--- src/rtl/opfsc_pkg.sv ---
// Package for the output-pin, FIFO threshold and sync word register bank.
// Assumes an upstream serial interface decoder that turns host frames
// into single-cycle register reads and writes.
package opfsc_pkg;

  localparam int unsigned ADDR_W = 6;
  localparam int unsigned DATA_W = 8;
  localparam int unsigned CNT_W  = 7;

  // Register offsets
  localparam logic [5:0] OFS_PIN2_CFG  = 6'h00;
  localparam logic [5:0] OFS_PIN1_CFG  = 6'h01;
  localparam logic [5:0] OFS_PIN0_CFG  = 6'h02;
  localparam logic [5:0] OFS_FILL_THRESHOLD_FIELD  = 6'h03;
  localparam logic [5:0] OFS_SYNC_HIGH = 6'h04;
  localparam logic [5:0] OFS_SYNC_LOW  = 6'h05;

  // Field positions
  localparam int unsigned BIT_INVERT   = 6;
  localparam int unsigned BIT_DRIVE    = 7;
  localparam int unsigned BIT_TEMP_EN  = 7;
  localparam int unsigned BIT_RSVD_P2  = 7;
  localparam int unsigned SEL_MSB      = 5;
  localparam int unsigned THR_MSB      = 3;

  // Reset values
  localparam logic [7:0] RST_PIN2_CFG  = 8'h29;
  localparam logic [7:0] RST_PIN1_CFG  = 8'h2E;
  localparam logic [7:0] RST_PIN0_CFG  = 8'h3F;
  localparam logic [7:0] RST_FILL_THRESHOLD_FIELD  = 8'h07;
  localparam logic [7:0] RST_SYNC_HIGH = 8'hD3;
  localparam logic [7:0] RST_SYNC_LOW  = 8'h91;

  // Threshold arithmetic
  localparam logic [6:0] TX_THR_BASE   = 7'h3D;
  localparam logic [6:0] RX_THR_STEP1  = 7'h01;

  typedef struct packed {
    logic             wr;
    logic             rd;
    logic [5:0]       addr;
    logic [7:0]       wdata;
  } opfsc_req_t;

  typedef struct packed {
    logic             drive_strength;
    logic             temp_sensor_en;
    logic [5:0]       pin2_signal_select;
    logic [5:0]       pin1_signal_select;
    logic [5:0]       pin0_signal_select;
  } opfsc_pin_cfg_t;

endpackage

--- src/rtl/opfsc_regs.sv ---
// Output-pin, FIFO threshold and sync word configuration registers.
// Assumes register requests are single-cycle strobes from the serial
// interface decoder, and that the signal-select table lives outside.
//
// Overview of operation
// - Register contents stay unchanged while the device sleeps.
// - Bit 6 of each pin register inverts that pin's selected signal.
// - Pin 2 select field resets to 0x29, the chip-ready indication.
// - Pin 1 register bit 7 sets drive strength for all pins; resets 0.
// - Pin 1 select field resets to 0x2E, high impedance.
// - Pin 0 bit 7 enables temperature sensor; other bits then zero; the bank stores them as written and does not clear them.
// - Pin 0 select field resets to 0x3F, crystal clock divided by 192.
// - Threshold exceeded when FIFO byte count is at least threshold.
// - Field N gives RX 4*(N+1), TX 61-4*N bytes; resets to 7.
// - Sync high register holds sync word bits 15:8, reset 0xD3.
// - Sync low register holds sync word bits 7:0, reset 0x91.
module opfsc_regs (
  input  wire logic                  clk_sys,
  input  wire logic                  rst_n,
  input  wire logic                  sleep_state,
  input  wire opfsc_pkg::opfsc_req_t req,
  output logic [7:0]                 rdata,
  output logic                       rdata_valid,
  input  wire logic [2:0]            pin_selected,
  output logic [2:0]                 pin_out,
  output opfsc_pkg::opfsc_pin_cfg_t  pin_cfg,
  input  wire logic [6:0]            tx_fifo_bytes,
  input  wire logic [6:0]            rx_fifo_bytes,
  output logic                       tx_thr_exceeded,
  output logic                       rx_thr_exceeded,
  output logic [15:0]                sync_word
);
  import opfsc_pkg::*;

  logic [7:0] pin2_cfg;
  logic [7:0] pin1_cfg;
  logic [7:0] pin0_cfg;
  logic [7:0] fifo_threshold;
  logic [7:0] sync_word_high;
  logic [7:0] sync_word_low;

  // Writes are dropped while asleep so nothing disturbs retained state
  wire        wr_ok     = req.wr && !sleep_state;
  wire        wr_pin2   = wr_ok && (req.addr == OFS_PIN2_CFG);
  wire        wr_pin1   = wr_ok && (req.addr == OFS_PIN1_CFG);
  wire        wr_pin0   = wr_ok && (req.addr == OFS_PIN0_CFG);
  wire        wr_thr    = wr_ok && (req.addr == OFS_FILL_THRESHOLD_FIELD);
  wire        wr_shigh  = wr_ok && (req.addr == OFS_SYNC_HIGH);
  wire        wr_slow   = wr_ok && (req.addr == OFS_SYNC_LOW);

  wire [7:0]  pin2_view = {1'b0, pin2_cfg[6:0]};
  wire [3:0]  thr_n     = fifo_threshold[THR_MSB:0];
  wire [6:0]  rx_thr    = 7'(({3'h0, thr_n} + RX_THR_STEP1) << 2);
  wire [6:0]  tx_thr    = TX_THR_BASE - {1'b0, thr_n, 2'b00};
  wire [2:0]  pin_inv   = {pin2_cfg[BIT_INVERT], pin1_cfg[BIT_INVERT],
                           pin0_cfg[BIT_INVERT]};

  logic [7:0] next_rdata;
  always_comb begin
    case (req.addr)
      OFS_PIN2_CFG:  next_rdata = pin2_view;
      OFS_PIN1_CFG:  next_rdata = pin1_cfg;
      OFS_PIN0_CFG:  next_rdata = pin0_cfg;
      OFS_FILL_THRESHOLD_FIELD:  next_rdata = fifo_threshold;
      OFS_SYNC_HIGH: next_rdata = sync_word_high;
      OFS_SYNC_LOW:  next_rdata = sync_word_low;
      default:       next_rdata = 8'h00;
    endcase
  end

  // Only a power-on reset clears these; sleep never does
  always_ff @(posedge clk_sys) begin
    if (!rst_n) begin
      pin2_cfg       <= RST_PIN2_CFG;
      pin1_cfg       <= RST_PIN1_CFG;
      pin0_cfg       <= RST_PIN0_CFG;
      fifo_threshold <= RST_FILL_THRESHOLD_FIELD;
      sync_word_high <= RST_SYNC_HIGH;
      sync_word_low  <= RST_SYNC_LOW;
    end else begin
      if (wr_pin2) begin
        pin2_cfg <= {1'b0, req.wdata[6:0]};
      end
      if (wr_pin1) begin
        pin1_cfg <= req.wdata;
      end
      // Temp sensor mode trusts the host to clear the other bits
      if (wr_pin0) begin
        pin0_cfg <= req.wdata;
      end
      // Reserved bits stored as written; host keeps them zero
      if (wr_thr) begin
        fifo_threshold <= req.wdata;
      end
      if (wr_shigh) begin
        sync_word_high <= req.wdata;
      end
      if (wr_slow) begin
        sync_word_low <= req.wdata;
      end
    end
  end

  always_ff @(posedge clk_sys) begin
    if (!rst_n) begin
      rdata       <= 8'h00;
      rdata_valid <= 1'b0;
    end else begin
      rdata_valid <= req.rd;
      if (req.rd) begin
        rdata <= next_rdata;
      end
    end
  end

  // Registered pin and threshold outputs keep glitches off the pads
  always_ff @(posedge clk_sys) begin
    if (!rst_n) begin
      pin_out         <= 3'h0;
      tx_thr_exceeded <= 1'b0;
      rx_thr_exceeded <= 1'b0;
    end else begin
      pin_out         <= pin_selected ^ pin_inv;
      tx_thr_exceeded <= (tx_fifo_bytes >= tx_thr);
      rx_thr_exceeded <= (rx_fifo_bytes >= rx_thr);
    end
  end

  assign pin_cfg.drive_strength     = pin1_cfg[BIT_DRIVE];
  assign pin_cfg.temp_sensor_en     = pin0_cfg[BIT_TEMP_EN];
  assign pin_cfg.pin2_signal_select = pin2_cfg[SEL_MSB:0];
  assign pin_cfg.pin1_signal_select = pin1_cfg[SEL_MSB:0];
  assign pin_cfg.pin0_signal_select = pin0_cfg[SEL_MSB:0];
  assign sync_word                  = {sync_word_high, sync_word_low};
endmodule

--- config.mk ---
export PLATFORM = sky130hd
export DESIGN_NAME = opfsc_regs
export DESIGN_NICKNAME = d
export VERILOG_FILES = /design/src/rtl/opfsc_pkg.sv /design/src/rtl/opfsc_regs.sv
export SDC_FILE = /design/constraint.sdc
export NUM_CORES = 1
export LEC_CHECK = 0
export BUFFER_PORTS_ARGS = -buffer_cell sky130_fd_sc_hd__buf_2
export CAP_MARGIN = 20
export CORE_MARGIN = 4
export CORE_UTILIZATION = 45
export CTS_BUF_LIST = sky130_fd_sc_hd__clkbuf_4
export CTS_CLUSTER_SIZE = 24
export DETAILED_ROUTE_END_ITERATION = 8
export PLACE_DENSITY = 0.8
export RECOVER_POWER = 100
export SLEW_MARGIN = 20
export SYNTH_ARGS = -nofsm -noshare
export SYNTH_HDL_FRONTEND = slang
export SYNTH_SLANG_ARGS = --single-unit
--- constraint.sdc ---
create_clock -name clk_sys -period 1.7 [get_ports clk_sys]
set_clock_uncertainty 0.1 [all_clocks]
set_input_delay 0.34 -clock clk_sys [delete_from_list [all_inputs] [get_ports clk_sys]]
set_output_delay 0.34 -clock clk_sys [all_outputs]
set_load 0.05 [all_outputs]
==> results.sh, run 1 <==
export IMPL_status="complete, no violations"
export IMPL_cp_common_cell="clkbuf_1"
export IMPL_fp_dieH_um=88.70
export IMPL_finalHoldViolCount=0
export IMPL_rrSetupSlack_ns=0.12
export IMPL_endpoint="sync_word_high[1]"
export IMPL_netlist_area_um2=2930
export IMPL_hp_class="in -> reg"
export IMPL_dieArea_um2=7867
export IMPL_routed_wirelength_um=7927
export IMPL_hpwl_um=5896
export IMPL_avgSynthCellArea_um2=8.826
export IMPL_tightest_slew_ns=0.5447
export IMPL_h_tree_depth=3
export IMPL_grt_pass1_wl_um=12940
export IMPL_path_class="in -> reg"
export IMPL_antenna_found_initial=0
export IMPL_drc_errors=0
export IMPL_via_per_inst=5.587
export IMPL_slew_headroom_pct=63.69
export IMPL_synth_simple_gate_area_share_pct=23.48
export IMPL_synth_top_area_share_pct=41.67
export IMPL_grt_max_degree=35
export IMPL_fin_cells=501
export IMPL_setup_worst_path_start="req[13]"
export IMPL_finalSetupViolCount=0
export IMPL_cts_buffers=9
export IMPL_mostFrequentLayoutCell="dfxtp_1"
export IMPL_start_util_pct=46.15
export IMPL_clock_path_buffers=2
export IMPL_r2r_start="fifo_threshold[0]"
export IMPL_maxSlewViolCount=0
export IMPL_placedCellCount=484
export IMPL_timing_final_crit_period_ns=1.593
export IMPL_finalNetCount=465
export IMPL_powerDensity_nw_per_um2=843.6
export IMPL_cp_arrival_ns=1.79
export IMPL_io_pins=86
export IMPL_cp_slowest_cell="clkbuf_1"
export IMPL_end_kind="flop"
export IMPL_synth_distinct_cells=36
export IMPL_vias=2799
export IMPL_tritoncts="yes"
export IMPL_ys_seq_area_share_pct=41.67
export IMPL_dr_first_iter_drc_count=144
export IMPL_clock_sinks=61
export IMPL_synth_seq_cells=61
export IMPL_path_max_fanout=10
export IMPL_leakage_uw=0.001706
export IMPL_yosys_area_top_type="dfxtp_1"
export IMPL_synthMuxAreaShare_pct=5.465
export IMPL_drv_cap=0
export IMPL_syn_inst=332
export IMPL_place_gp_congestion=0.8107
export IMPL_rsz0062_at_grt="no"
export IMPL_crit_path_cell_trace="clkbuf_1 -> nor4b_1 -> clkbuf_1 -> nand3_2 -> mux2i_1 -> nand2_1"
export IMPL_irDropWorstVdd_mv=0.5311
export IMPL_startpoint_type="primary input"
export IMPL_synth_top_family_by_area="simple AND/OR/NAND/NOR gates"
export IMPL_layout_drive_gt1_share_pct=31.13
export IMPL_ys_flop_type="dfxtp_1"
export IMPL_ys_warn_count=0
export IMPL_reg2reg_depth=6
export IMPL_synth_compound_area_share_pct=14.30
export IMPL_synthToLayoutAreaGrowth_pct=23.31
export IMPL_synth_xor_area_share_pct=1.494
export IMPL_ant_nets=0
export IMPL_n_antenna_cell=0
export IMPL_core_um2=6350
export IMPL_crit_required_ns=1.90
export IMPL_synth_fa_ha_area_share_pct=4.270
export IMPL_clock_fmax_mhz=627.8
export IMPL_synth_edff_count=0
export IMPL_r2r_end="rx_thr_exceeded"
export IMPL_rows=29
export IMPL_die_x_um=88.70
export IMPL_portBuffers=85
export IMPL_postLayoutCoreUtil_pct=56.91
export IMPL_first_global_vias=2653
export IMPL_max_stage_delay_ns=0.35
export IMPL_cts_root_buf="clkbuf_4"
export IMPL_path_clk_slew_ns=0.10
export IMPL_drt_pre_antenna_iters=4
export IMPL_overflow=0
export IMPL_async_flop_share_pct=0
export IMPL_avgRoutedWirePerCell_um=15.82
export IMPL_grtUsageTotal_pct=21.38
export IMPL_synth_fp_nets=378
export IMPL_final_cell_mix="61 x dfxtp_1, 53 x clkbuf_2, 52 x nand3_1"
export IMPL_clk_insertion_delay_late_ns=0.41
export IMPL_netlist_top_cells_area="dfxtp_1 42%, nand3_1 8.9%, nand2_1 6.4%"
export IMPL_fin_crit_sh_pct=93.70
-- synthesized netlist by cell type (all sizes together), types with 8 or more instances --
library cell,n
a21boi,18
a221oi,15
a31oi,9
and3,8
buf,31
clkbuf,11
dfxtp,61
ha,10
mux2i,16
nand2,50
nand3,53
o21ai,12
-- layout make-up --
class                           count  area, um^2
Fill cell                         576        2736
Clock inverter                      6       101.3
Clock buffer                       10       75.07
Inverter                            5       18.77
Tap cell                           77       96.34
Sequential cell                    61        1221
Timing Repair Buffer              118       661.9
Multi-Input combinational cell    224        1439
-- power breakdown --
| part | switching, uW | leakage (uW) | internal, uW |
|---|---|---|---|
| Combinational | 212 | 0.00112 | 114 |
| Clock | 513 | 0.0000931 | 748 |
| Sequential | 10.2 | 0.000496 | 1450 |
| Total | 736 | 0.00171 | 2310 |
-- per-stage QoR --
step / power (uW) / hold WS [ns] / worst slack, ns / area, um^2 / setup TNS, ns
floorplan: 1683 / 0.3395 / 0.0004908 / 2930 / 0
global placement: 1813 / 0.3517 / -0.1190 / 3453 / -1.816
detailed placement: 1820 / 0.3532 / -0.1650 / 3453 / -3.287
CTS: 3073 / 0.08449 / 0.1198 / 3630 / 0
global route: 3161 / 0.1184 / 0.006909 / 3613 / 0
finish: 3048 / 0.1052 / 0.1071 / 3613 / 0
-- worst min path at each step --
stage | start | to | slack, ns | depth (start not counted)
3_3_place_gp | fifo_threshold[4] | fifo_threshold[4] | 0.35 | 2
4_1_cts | tx_fifo_bytes[6] | tx_thr_exceeded | 0.08 | 3
3_5_place_dp | fifo_threshold[5] | rdata[5] | 0.35 | 2
6_report | tx_fifo_bytes[6] | tx_thr_exceeded | 0.11 | 3
2_1_floorplan | fifo_threshold[4] | rdata[4] | 0.34 | 2
5_1_grt | pin_selected[0] | pin_out[0] | 0.12 | 3
-- logic make-up after synthesis --
family / after synthesis
flip-flops: 61
AND/OR/NAND/NOR: 134
multiplexers: 16
AO/OA/AOI/OAI: 59
adder cells (fa/ha/maj): 10
XOR/XNOR: 5
buffers and inverters: 47
-- repair_timing --
action,4_1_cts,5_1_grt
buffers inserted,0,1
hold buffers,0,0
gates resized for setup,0,1
setup endpoints to repair,0,1
-- critical path: cells and delay by family --
kind          cells  cell delay (ns)
buf+inv           2             0.45
mux               1             0.25
simple gates      3             0.74
-- per-layer routing --
metal,vias up,part of all wire (%),track usage [%]
li1,1343,-,-
met4,0,1.4,6.731
met3,16,11,7.914
met1,1305,40,26.47
met5,-,0,0
met2,135,48,34.55
-- flip-flops by register name, summed over array words and instances (netlist names) --
register	flops
fifo_threshold	8
pin0_cfg	8
pin1_cfg	8
rdata	8
sync_word_high	8
sync_word_low	8
pin2_cfg	7
pin_out	3
rdata_valid	1
rx_thr_exceeded	1
tx_thr_exceeded	1
Note: power is estimated with default switching activity, not from simulation.
==> run 2, diff against run 1 <==
--- a/config.mk
+++ b/config.mk
@@ -8,5 +8,5 @@
 export BUFFER_PORTS_ARGS = -buffer_cell sky130_fd_sc_hd__buf_2
 export CAP_MARGIN = 20
-export CORE_MARGIN = 4
+export CORE_MARGIN = 8
 export CORE_UTILIZATION = 45
 export CTS_BUF_LIST = sky130_fd_sc_hd__clkbuf_4
==> constraint.sdc (replaced) <==
create_clock -name clk_sys -period 1.7 [get_ports clk_sys]
set_clock_uncertainty 0.1 [all_clocks]
set_input_delay 0.085 -clock clk_sys [delete_from_list [all_inputs] [get_ports clk_sys]]
set_output_delay 0.085 -clock clk_sys [all_outputs]
set_load 0.05 [all_outputs]
==> results.sh, run 2 (synthesis gave the netlist of run 1 again) <==
export IMPL_status="complete, no violations"
export IMPL_layout_drive_gt1_share_pct=17.48
export IMPL_path_class="reg -> reg"
export IMPL_grtUsageTotal_pct=18.13
export IMPL_place_gp_congestion=0.7972
export IMPL_clock_sinks=61
export IMPL_via_per_inst=5.552
export IMPL_path_max_fanout=2
export IMPL_final_cell_mix="60 x dfxtp_1, 53 x clkbuf_1, 52 x nand3_1"
export IMPL_setup_worst_path_start="fifo_threshold[0]"
export IMPL_fin_ws_ns=0.08961
export IMPL_cp_arrival_ns=1.81
export IMPL_reg2reg_depth=6
export IMPL_slew_headroom_pct=57.39
export IMPL_mostFrequentLayoutCell="dfxtp_1"
export IMPL_core_um2=6314
export IMPL_die_x_um=96.70
export IMPL_tightest_slew_ns=0.6418
export IMPL_clock_path_buffers=2
export IMPL_first_global_vias=2803
export IMPL_finalNetCount=471
export IMPL_p_int_uw=2033
export IMPL_dieArea_um2=9350
export IMPL_switching_share_pct=27.36
export IMPL_p_switching_uw=765.5
export IMPL_h_tree_depth=3
export IMPL_dr_first_iter_drc_count=121
export IMPL_fp_dieH_um=96.70
export IMPL_seqCellArea_um2=1222
export IMPL_startpoint_type="flop"
export IMPL_n_fill_cell=593
export IMPL_endpoint="rx_thr_exceeded"
export IMPL_cts_root_buf="clkbuf_4"
export IMPL_portBuffers=85
export IMPL_ant_nets=0
export IMPL_grt_pass1_wl_um=14010
export IMPL_end_kind="flop"
export IMPL_seqPwrFrac_pct=52.2
export IMPL_clkPwrFrac_pct=35.3
export IMPL_rsz0062_at_grt="no"
export IMPL_rrSetupSlack_ns=0.09
export IMPL_clk_insertion_delay_late_ns=0.40
export IMPL_rows=29
export IMPL_io_pins=86
export IMPL_multi_input_area_um2=1446
export IMPL_hp_class="in -> reg"
export IMPL_whs_ns=0.01239
export IMPL_cts_buffers=9
export IMPL_path_clk_slew_ns=0.10
export IMPL_finalSetupViolCount=0
export IMPL_leakage_uw=0.001564
export IMPL_routed_wirelength_um=8653
export IMPL_drt_pre_antenna_iters=4
export IMPL_maxSlewViolCount=0
export IMPL_tritoncts="yes"
export IMPL_overflow=0
export IMPL_finalHoldViolCount=0
export IMPL_pre_cts_slack_ns=-0.002147
export IMPL_drv_cap=0
export IMPL_vias=2815
export IMPL_clock_fmax_mhz=621.0
export IMPL_drc_errors=0
export IMPL_crit_required_ns=1.90
export IMPL_irDropWorstVdd_mv=0.4810
export IMPL_timing_final_crit_period_ns=1.610
export IMPL_pwr_share_comb_pct=12.5
export IMPL_r2r_end="rx_thr_exceeded"
export IMPL_hpwl_um=6151
export IMPL_start_util_pct=46.41
export IMPL_totalPowerFinal_uw=2798
export IMPL_antenna_found_initial=0
export IMPL_fin_crit_sh_pct=94.73
export IMPL_powerDensity_nw_per_um2=767.4
export IMPL_synthToLayoutAreaGrowth_pct=24.42
export IMPL_avgRoutedWirePerCell_um=17.07
export IMPL_r2r_start="fifo_threshold[0]"
export IMPL_grt_max_degree=38
==> run 2: metal layers <==
layer	GRT usage (%)	wire, um	vias up
met5	0	0	-
met1	21.74	3588	1346
met3	5.761	705	9
li1	-	-	1354
met4	7.219	114	0
met2	29.27	4245	106
==> run 2: cell type report <==
type,instances,share of cell area (%)
Inverter,5,0.5148
Sequential cell,61,33.53
Antenna cell,1,0.06863
Timing Repair Buffer,124,20.08
Multi-Input combinational cell,224,39.67
Clock buffer,10,2.059
Clock inverter,5,1.441
Tap cell,77,2.642
==> run 2: worst max-delay path, cell delays in order (launching register included) <==
cell	delay, ns
dfxtp_1	0.33
ha_2	0.19
xnor2_1	0.13
ha_1	0.33
a21o_1	0.19
a31oi_1	0.17
o21ai_1	0.09
==> run 2: through the flow <==
| stage | utilization, % | std cells | cell area [um^2] | setup TNS (ns) |
|---|---|---|---|---|
| floorplan | - | 332 | 2930 | 0 |
| global placement | 53.43 | 470 | 3373 | 0 |
| detailed placement | 53.43 | 470 | 3373 | -0.002147 |
| CTS | 58.46 | 504 | 3691 | 0 |
| global route | 57.71 | 506 | 3643 | 0 |
| finish | 57.75 | 507 | 3646 | 0 |
==> run 2: what timing repair did <==
action                                 4_1_cts  5_1_grt
buffers inserted                             0        2
setup endpoints to repair                    0       17
hold buffers                                19        0
resized for setup                            0        4
endpoints found under the hold margin       59        0
==> run 2: worst min path at each step <==
| stage | cells past startpoint | from | to |
|---|---|---|---|
| 2_1_floorplan | 2 | req[0] | pin0_cfg[0] |
| 3_3_place_gp | 3 | tx_fifo_bytes[6] | tx_thr_exceeded |
| 3_5_place_dp | 3 | tx_fifo_bytes[6] | tx_thr_exceeded |
| 4_1_cts | 2 | rst_n | pin0_cfg[4] |
| 5_1_grt | 4 | rx_fifo_bytes[3] | rx_thr_exceeded |
| 6_report | 4 | rx_fifo_bytes[3] | rx_thr_exceeded |
==> run 2: power by group through the flow <==
stage	sequential, uW	clock (uW)	combinational (uW)
after global routing	1460	1060	377
after CTS	1460	999	351
after detailed placement	1490	0	317
final	1460	987	350
after global placement	1490	0	310
after floorplan	1560	0	119
==> run 3, diff against run 2 <==
- ABC_AREA: default -> 1
- CTS_CLUSTER_SIZE: 24 -> default
- PLACE_DENSITY: 0.8 -> 0.79
==> results.sh, run 3 <==
export IMPL_synthMuxAreaShare_pct=0
export IMPL_synth_fa_ha_area_share_pct=4.108
export IMPL_powerDensity_nw_per_um2=842.2
export IMPL_crit_path_cell_trace="dlygate4sd3_1 -> clkbuf_2 -> nand3_1 -> dlygate4sd3_1"
export IMPL_whs_ns=-0.003400
export IMPL_irDropWorstVdd_mv=0.4414
export IMPL_cp_slowest_cell="dlygate4sd3_1"
export IMPL_setup_tns_final_ns=0
export IMPL_timing_final_crit_period_ns=1.633
export IMPL_hpwl_um=6603
export IMPL_postLayoutCoreUtil_pct=55.77
export IMPL_clk_insertion_delay_late_ns=0.42
export IMPL_synth_compound_area_share_pct=8.299
export IMPL_layout_drive_gt1_share_pct=13.62
export IMPL_path_class="in -> reg"
export IMPL_synth_seq_cells=61
export IMPL_crit_required_ns=1.91
export IMPL_startpoint_type="primary input"
export IMPL_n_antenna_cell=0
export IMPL_synth_distinct_cells=24
export IMPL_h_tree_depth=3
export IMPL_slew_headroom_pct=58.24
export IMPL_routed_wirelength_um=9088
export IMPL_antenna_found_initial=0
export IMPL_synth_common_cells="80 x nand2_1, 66 x nor2_1, 61 x dfxtp_1"
export IMPL_final_cell_mix="80 x nand2_1, 67 x nor2_1, 60 x dfxtp_1"
export IMPL_rows=30
export IMPL_clock_path_buffers=2
export IMPL_mostFrequentLayoutCell="nand2_1"
export IMPL_fin_ws_ns=0.06748
export IMPL_synth_top_area_share_pct=40.10
export IMPL_hp_class="in -> reg"
export IMPL_avgRoutedWirePerCell_um=15.30
export IMPL_drt_pre_antenna_iters=4
export IMPL_post_cts_buffers=0
export IMPL_fp_dieH_um=98.27
export IMPL_avgSynthCellArea_um2=7.268
export IMPL_synthToLayoutAreaGrowth_pct=22.35
export IMPL_tightest_slew_ns=0.6292
export IMPL_pre_cts_slack_ns=0.07983
export IMPL_dieArea_um2=9656
export IMPL_grt_pass1_wl_um=15090
export IMPL_synth_xor_area_share_pct=1.438
export IMPL_core_um2=6681
export IMPL_maxSlewViolCount=0
export IMPL_finalNetCount=555
export IMPL_die_x_um=98.27
export IMPL_path_max_fanout=29
export IMPL_rsz0062_at_grt="no"
export IMPL_ys_warn_count=0
export IMPL_vias=3167
export IMPL_first_global_vias=3097
export IMPL_portBuffers=85
export IMPL_clock_fmax_mhz=612.6
export IMPL_finalHoldViolCount=1
export IMPL_grt_max_degree=30
export IMPL_grtUsageTotal_pct=19.22
export IMPL_fin_crit_sh_pct=96.03
export IMPL_end_kind="flop"
export IMPL_cts_root_buf="clkbuf_4"
export IMPL_tritoncts="yes"
export IMPL_leakage_uw=0.001721
export IMPL_ant_nets=0
export IMPL_synth_fp_nets=465
export IMPL_syn_inst=419
export IMPL_cp_common_cell="dlygate4sd3_1"
export IMPL_ys_flop_type="dfxtp_1"
export IMPL_status="finished, violations left"
export IMPL_violations="negative hold slack"
export IMPL_async_flop_share_pct=0
export IMPL_synth_most_common_cell="nand2_1"
export IMPL_synth_simple_gate_area_share_pct=35.87
export IMPL_finalSetupViolCount=0
export IMPL_dr_first_iter_drc_count=245
export IMPL_ys_seq_area_share_pct=40.10
export IMPL_netlist_area_um2=3045
export IMPL_drv_cap=0
export IMPL_synth_top_family_by_area="simple AND/OR/NAND/NOR gates"
export IMPL_drc_errors=0
export IMPL_place_gp_congestion=0.8886
export IMPL_yosys_area_top_type="dfxtp_1"
export IMPL_overflow=0
export IMPL_max_stage_delay_ns=0.60
export IMPL_start_util_pct=45.58
export IMPL_netlist_top_cells_area="dfxtp_1 40%, nand2_1 9.9%, nor2_1 8.1%"
export IMPL_synth_edff_count=0
export IMPL_n_fill_cell=672
export IMPL_cts_buffers=9
export IMPL_io_pins=86
export IMPL_rrSetupSlack_ns=0.08
export IMPL_via_per_inst=5.332
export IMPL_cp_arrival_ns=1.85
export IMPL_clock_sinks=61
export IMPL_path_clk_slew_ns=0.11
## run 3: changes by cell type in the layout (fill, tap and decap cells not counted), sizes merged, moves of 8 or more
cell / before / now
mux2i: 16 / 0
a21boi: 18 / 0
buf: 51 / 40
inv: 5 / 25
nor2: 1 / 74
a221oi: 15 / 0
a21oi: 1 / 13
and3: 8 / 0
o21ai: 12 / 32
nand4: 1 / 28
nand2: 50 / 80
## run 3: cell type report
| cell class | instances | area (um^2) | area share [%] |
|---|---|---|---|
| multi-input cells | 298 | 1491 | 40.03 |
| inverters | 25 | 93.84 | 2.518 |
| clock inverters | 6 | 101.3 | 2.720 |
| well taps | 80 | 100.1 | 2.686 |
| repair buffers | 114 | 641.9 | 17.23 |
| clock buffers | 10 | 75.07 | 2.015 |
| flip-flops and latches | 61 | 1222 | 32.81 |
## run 3: cell families (layout without fill, tap and decap cells)
family / after synthesis / count (layout)
and+or+nand+nor: 234 / 234
DFF: 61 / 61
buffers and inverters: 60 / 155
AOI/OAI and AO/OA: 49 / 49
adders and majority gates: 10 / 10
xor gates and xnor gates: 5 / 5
## run 3: final timing paths
kind | from | end | depth (start not counted)
worst min register to register | fifo_threshold[7] | fifo_threshold[7] | 2
worst min-delay path | sleep_state | pin0_cfg[7] | 4
worst max-delay path | rst_n | sync_word_low[4] | 4
worst max register to register | fifo_threshold[0] | rx_thr_exceeded | 7
## run 3: timing repair
item	4_1_cts	5_1_grt
gates resized for setup	0	1
hold buffers	21	0
endpoints found under the setup margin	0	1
endpoints found under the hold margin	60	0
## run 3: routing by layer
metal	vias up	GRT usage, %	wire length (um)
li1	1568	-	-
met1	1465	22.66	3807
met2	116	32.19	4426
met3	18	4.836	647
met4	0	8.501	207
met5	-	0	0
## run 3: critical path: cells and delay by family
kind          cells  cell delay [ns]
simple gates      1             0.15
buf+inv           3             1.61
## run 3: power breakdown
group / switching (uW) / total, uW / internal (uW)
combinational: 258 / 385 / 126
sequential: 12.5 / 1460 / 1450
clock: 542 / 1290 / 748
## run 3: metrics by stage
step / std cells / total power, uW / cell area [um^2]
5_1_grt: 594 / 3253 / 3726
6_report: 594 / 3138 / 3726
2_1_floorplan: 419 / 1721 / 3045
3_3_place_gp: 557 / 1848 / 3427
4_1_cts: 594 / 3156 / 3814
3_5_place_dp: 557 / 1854 / 3427
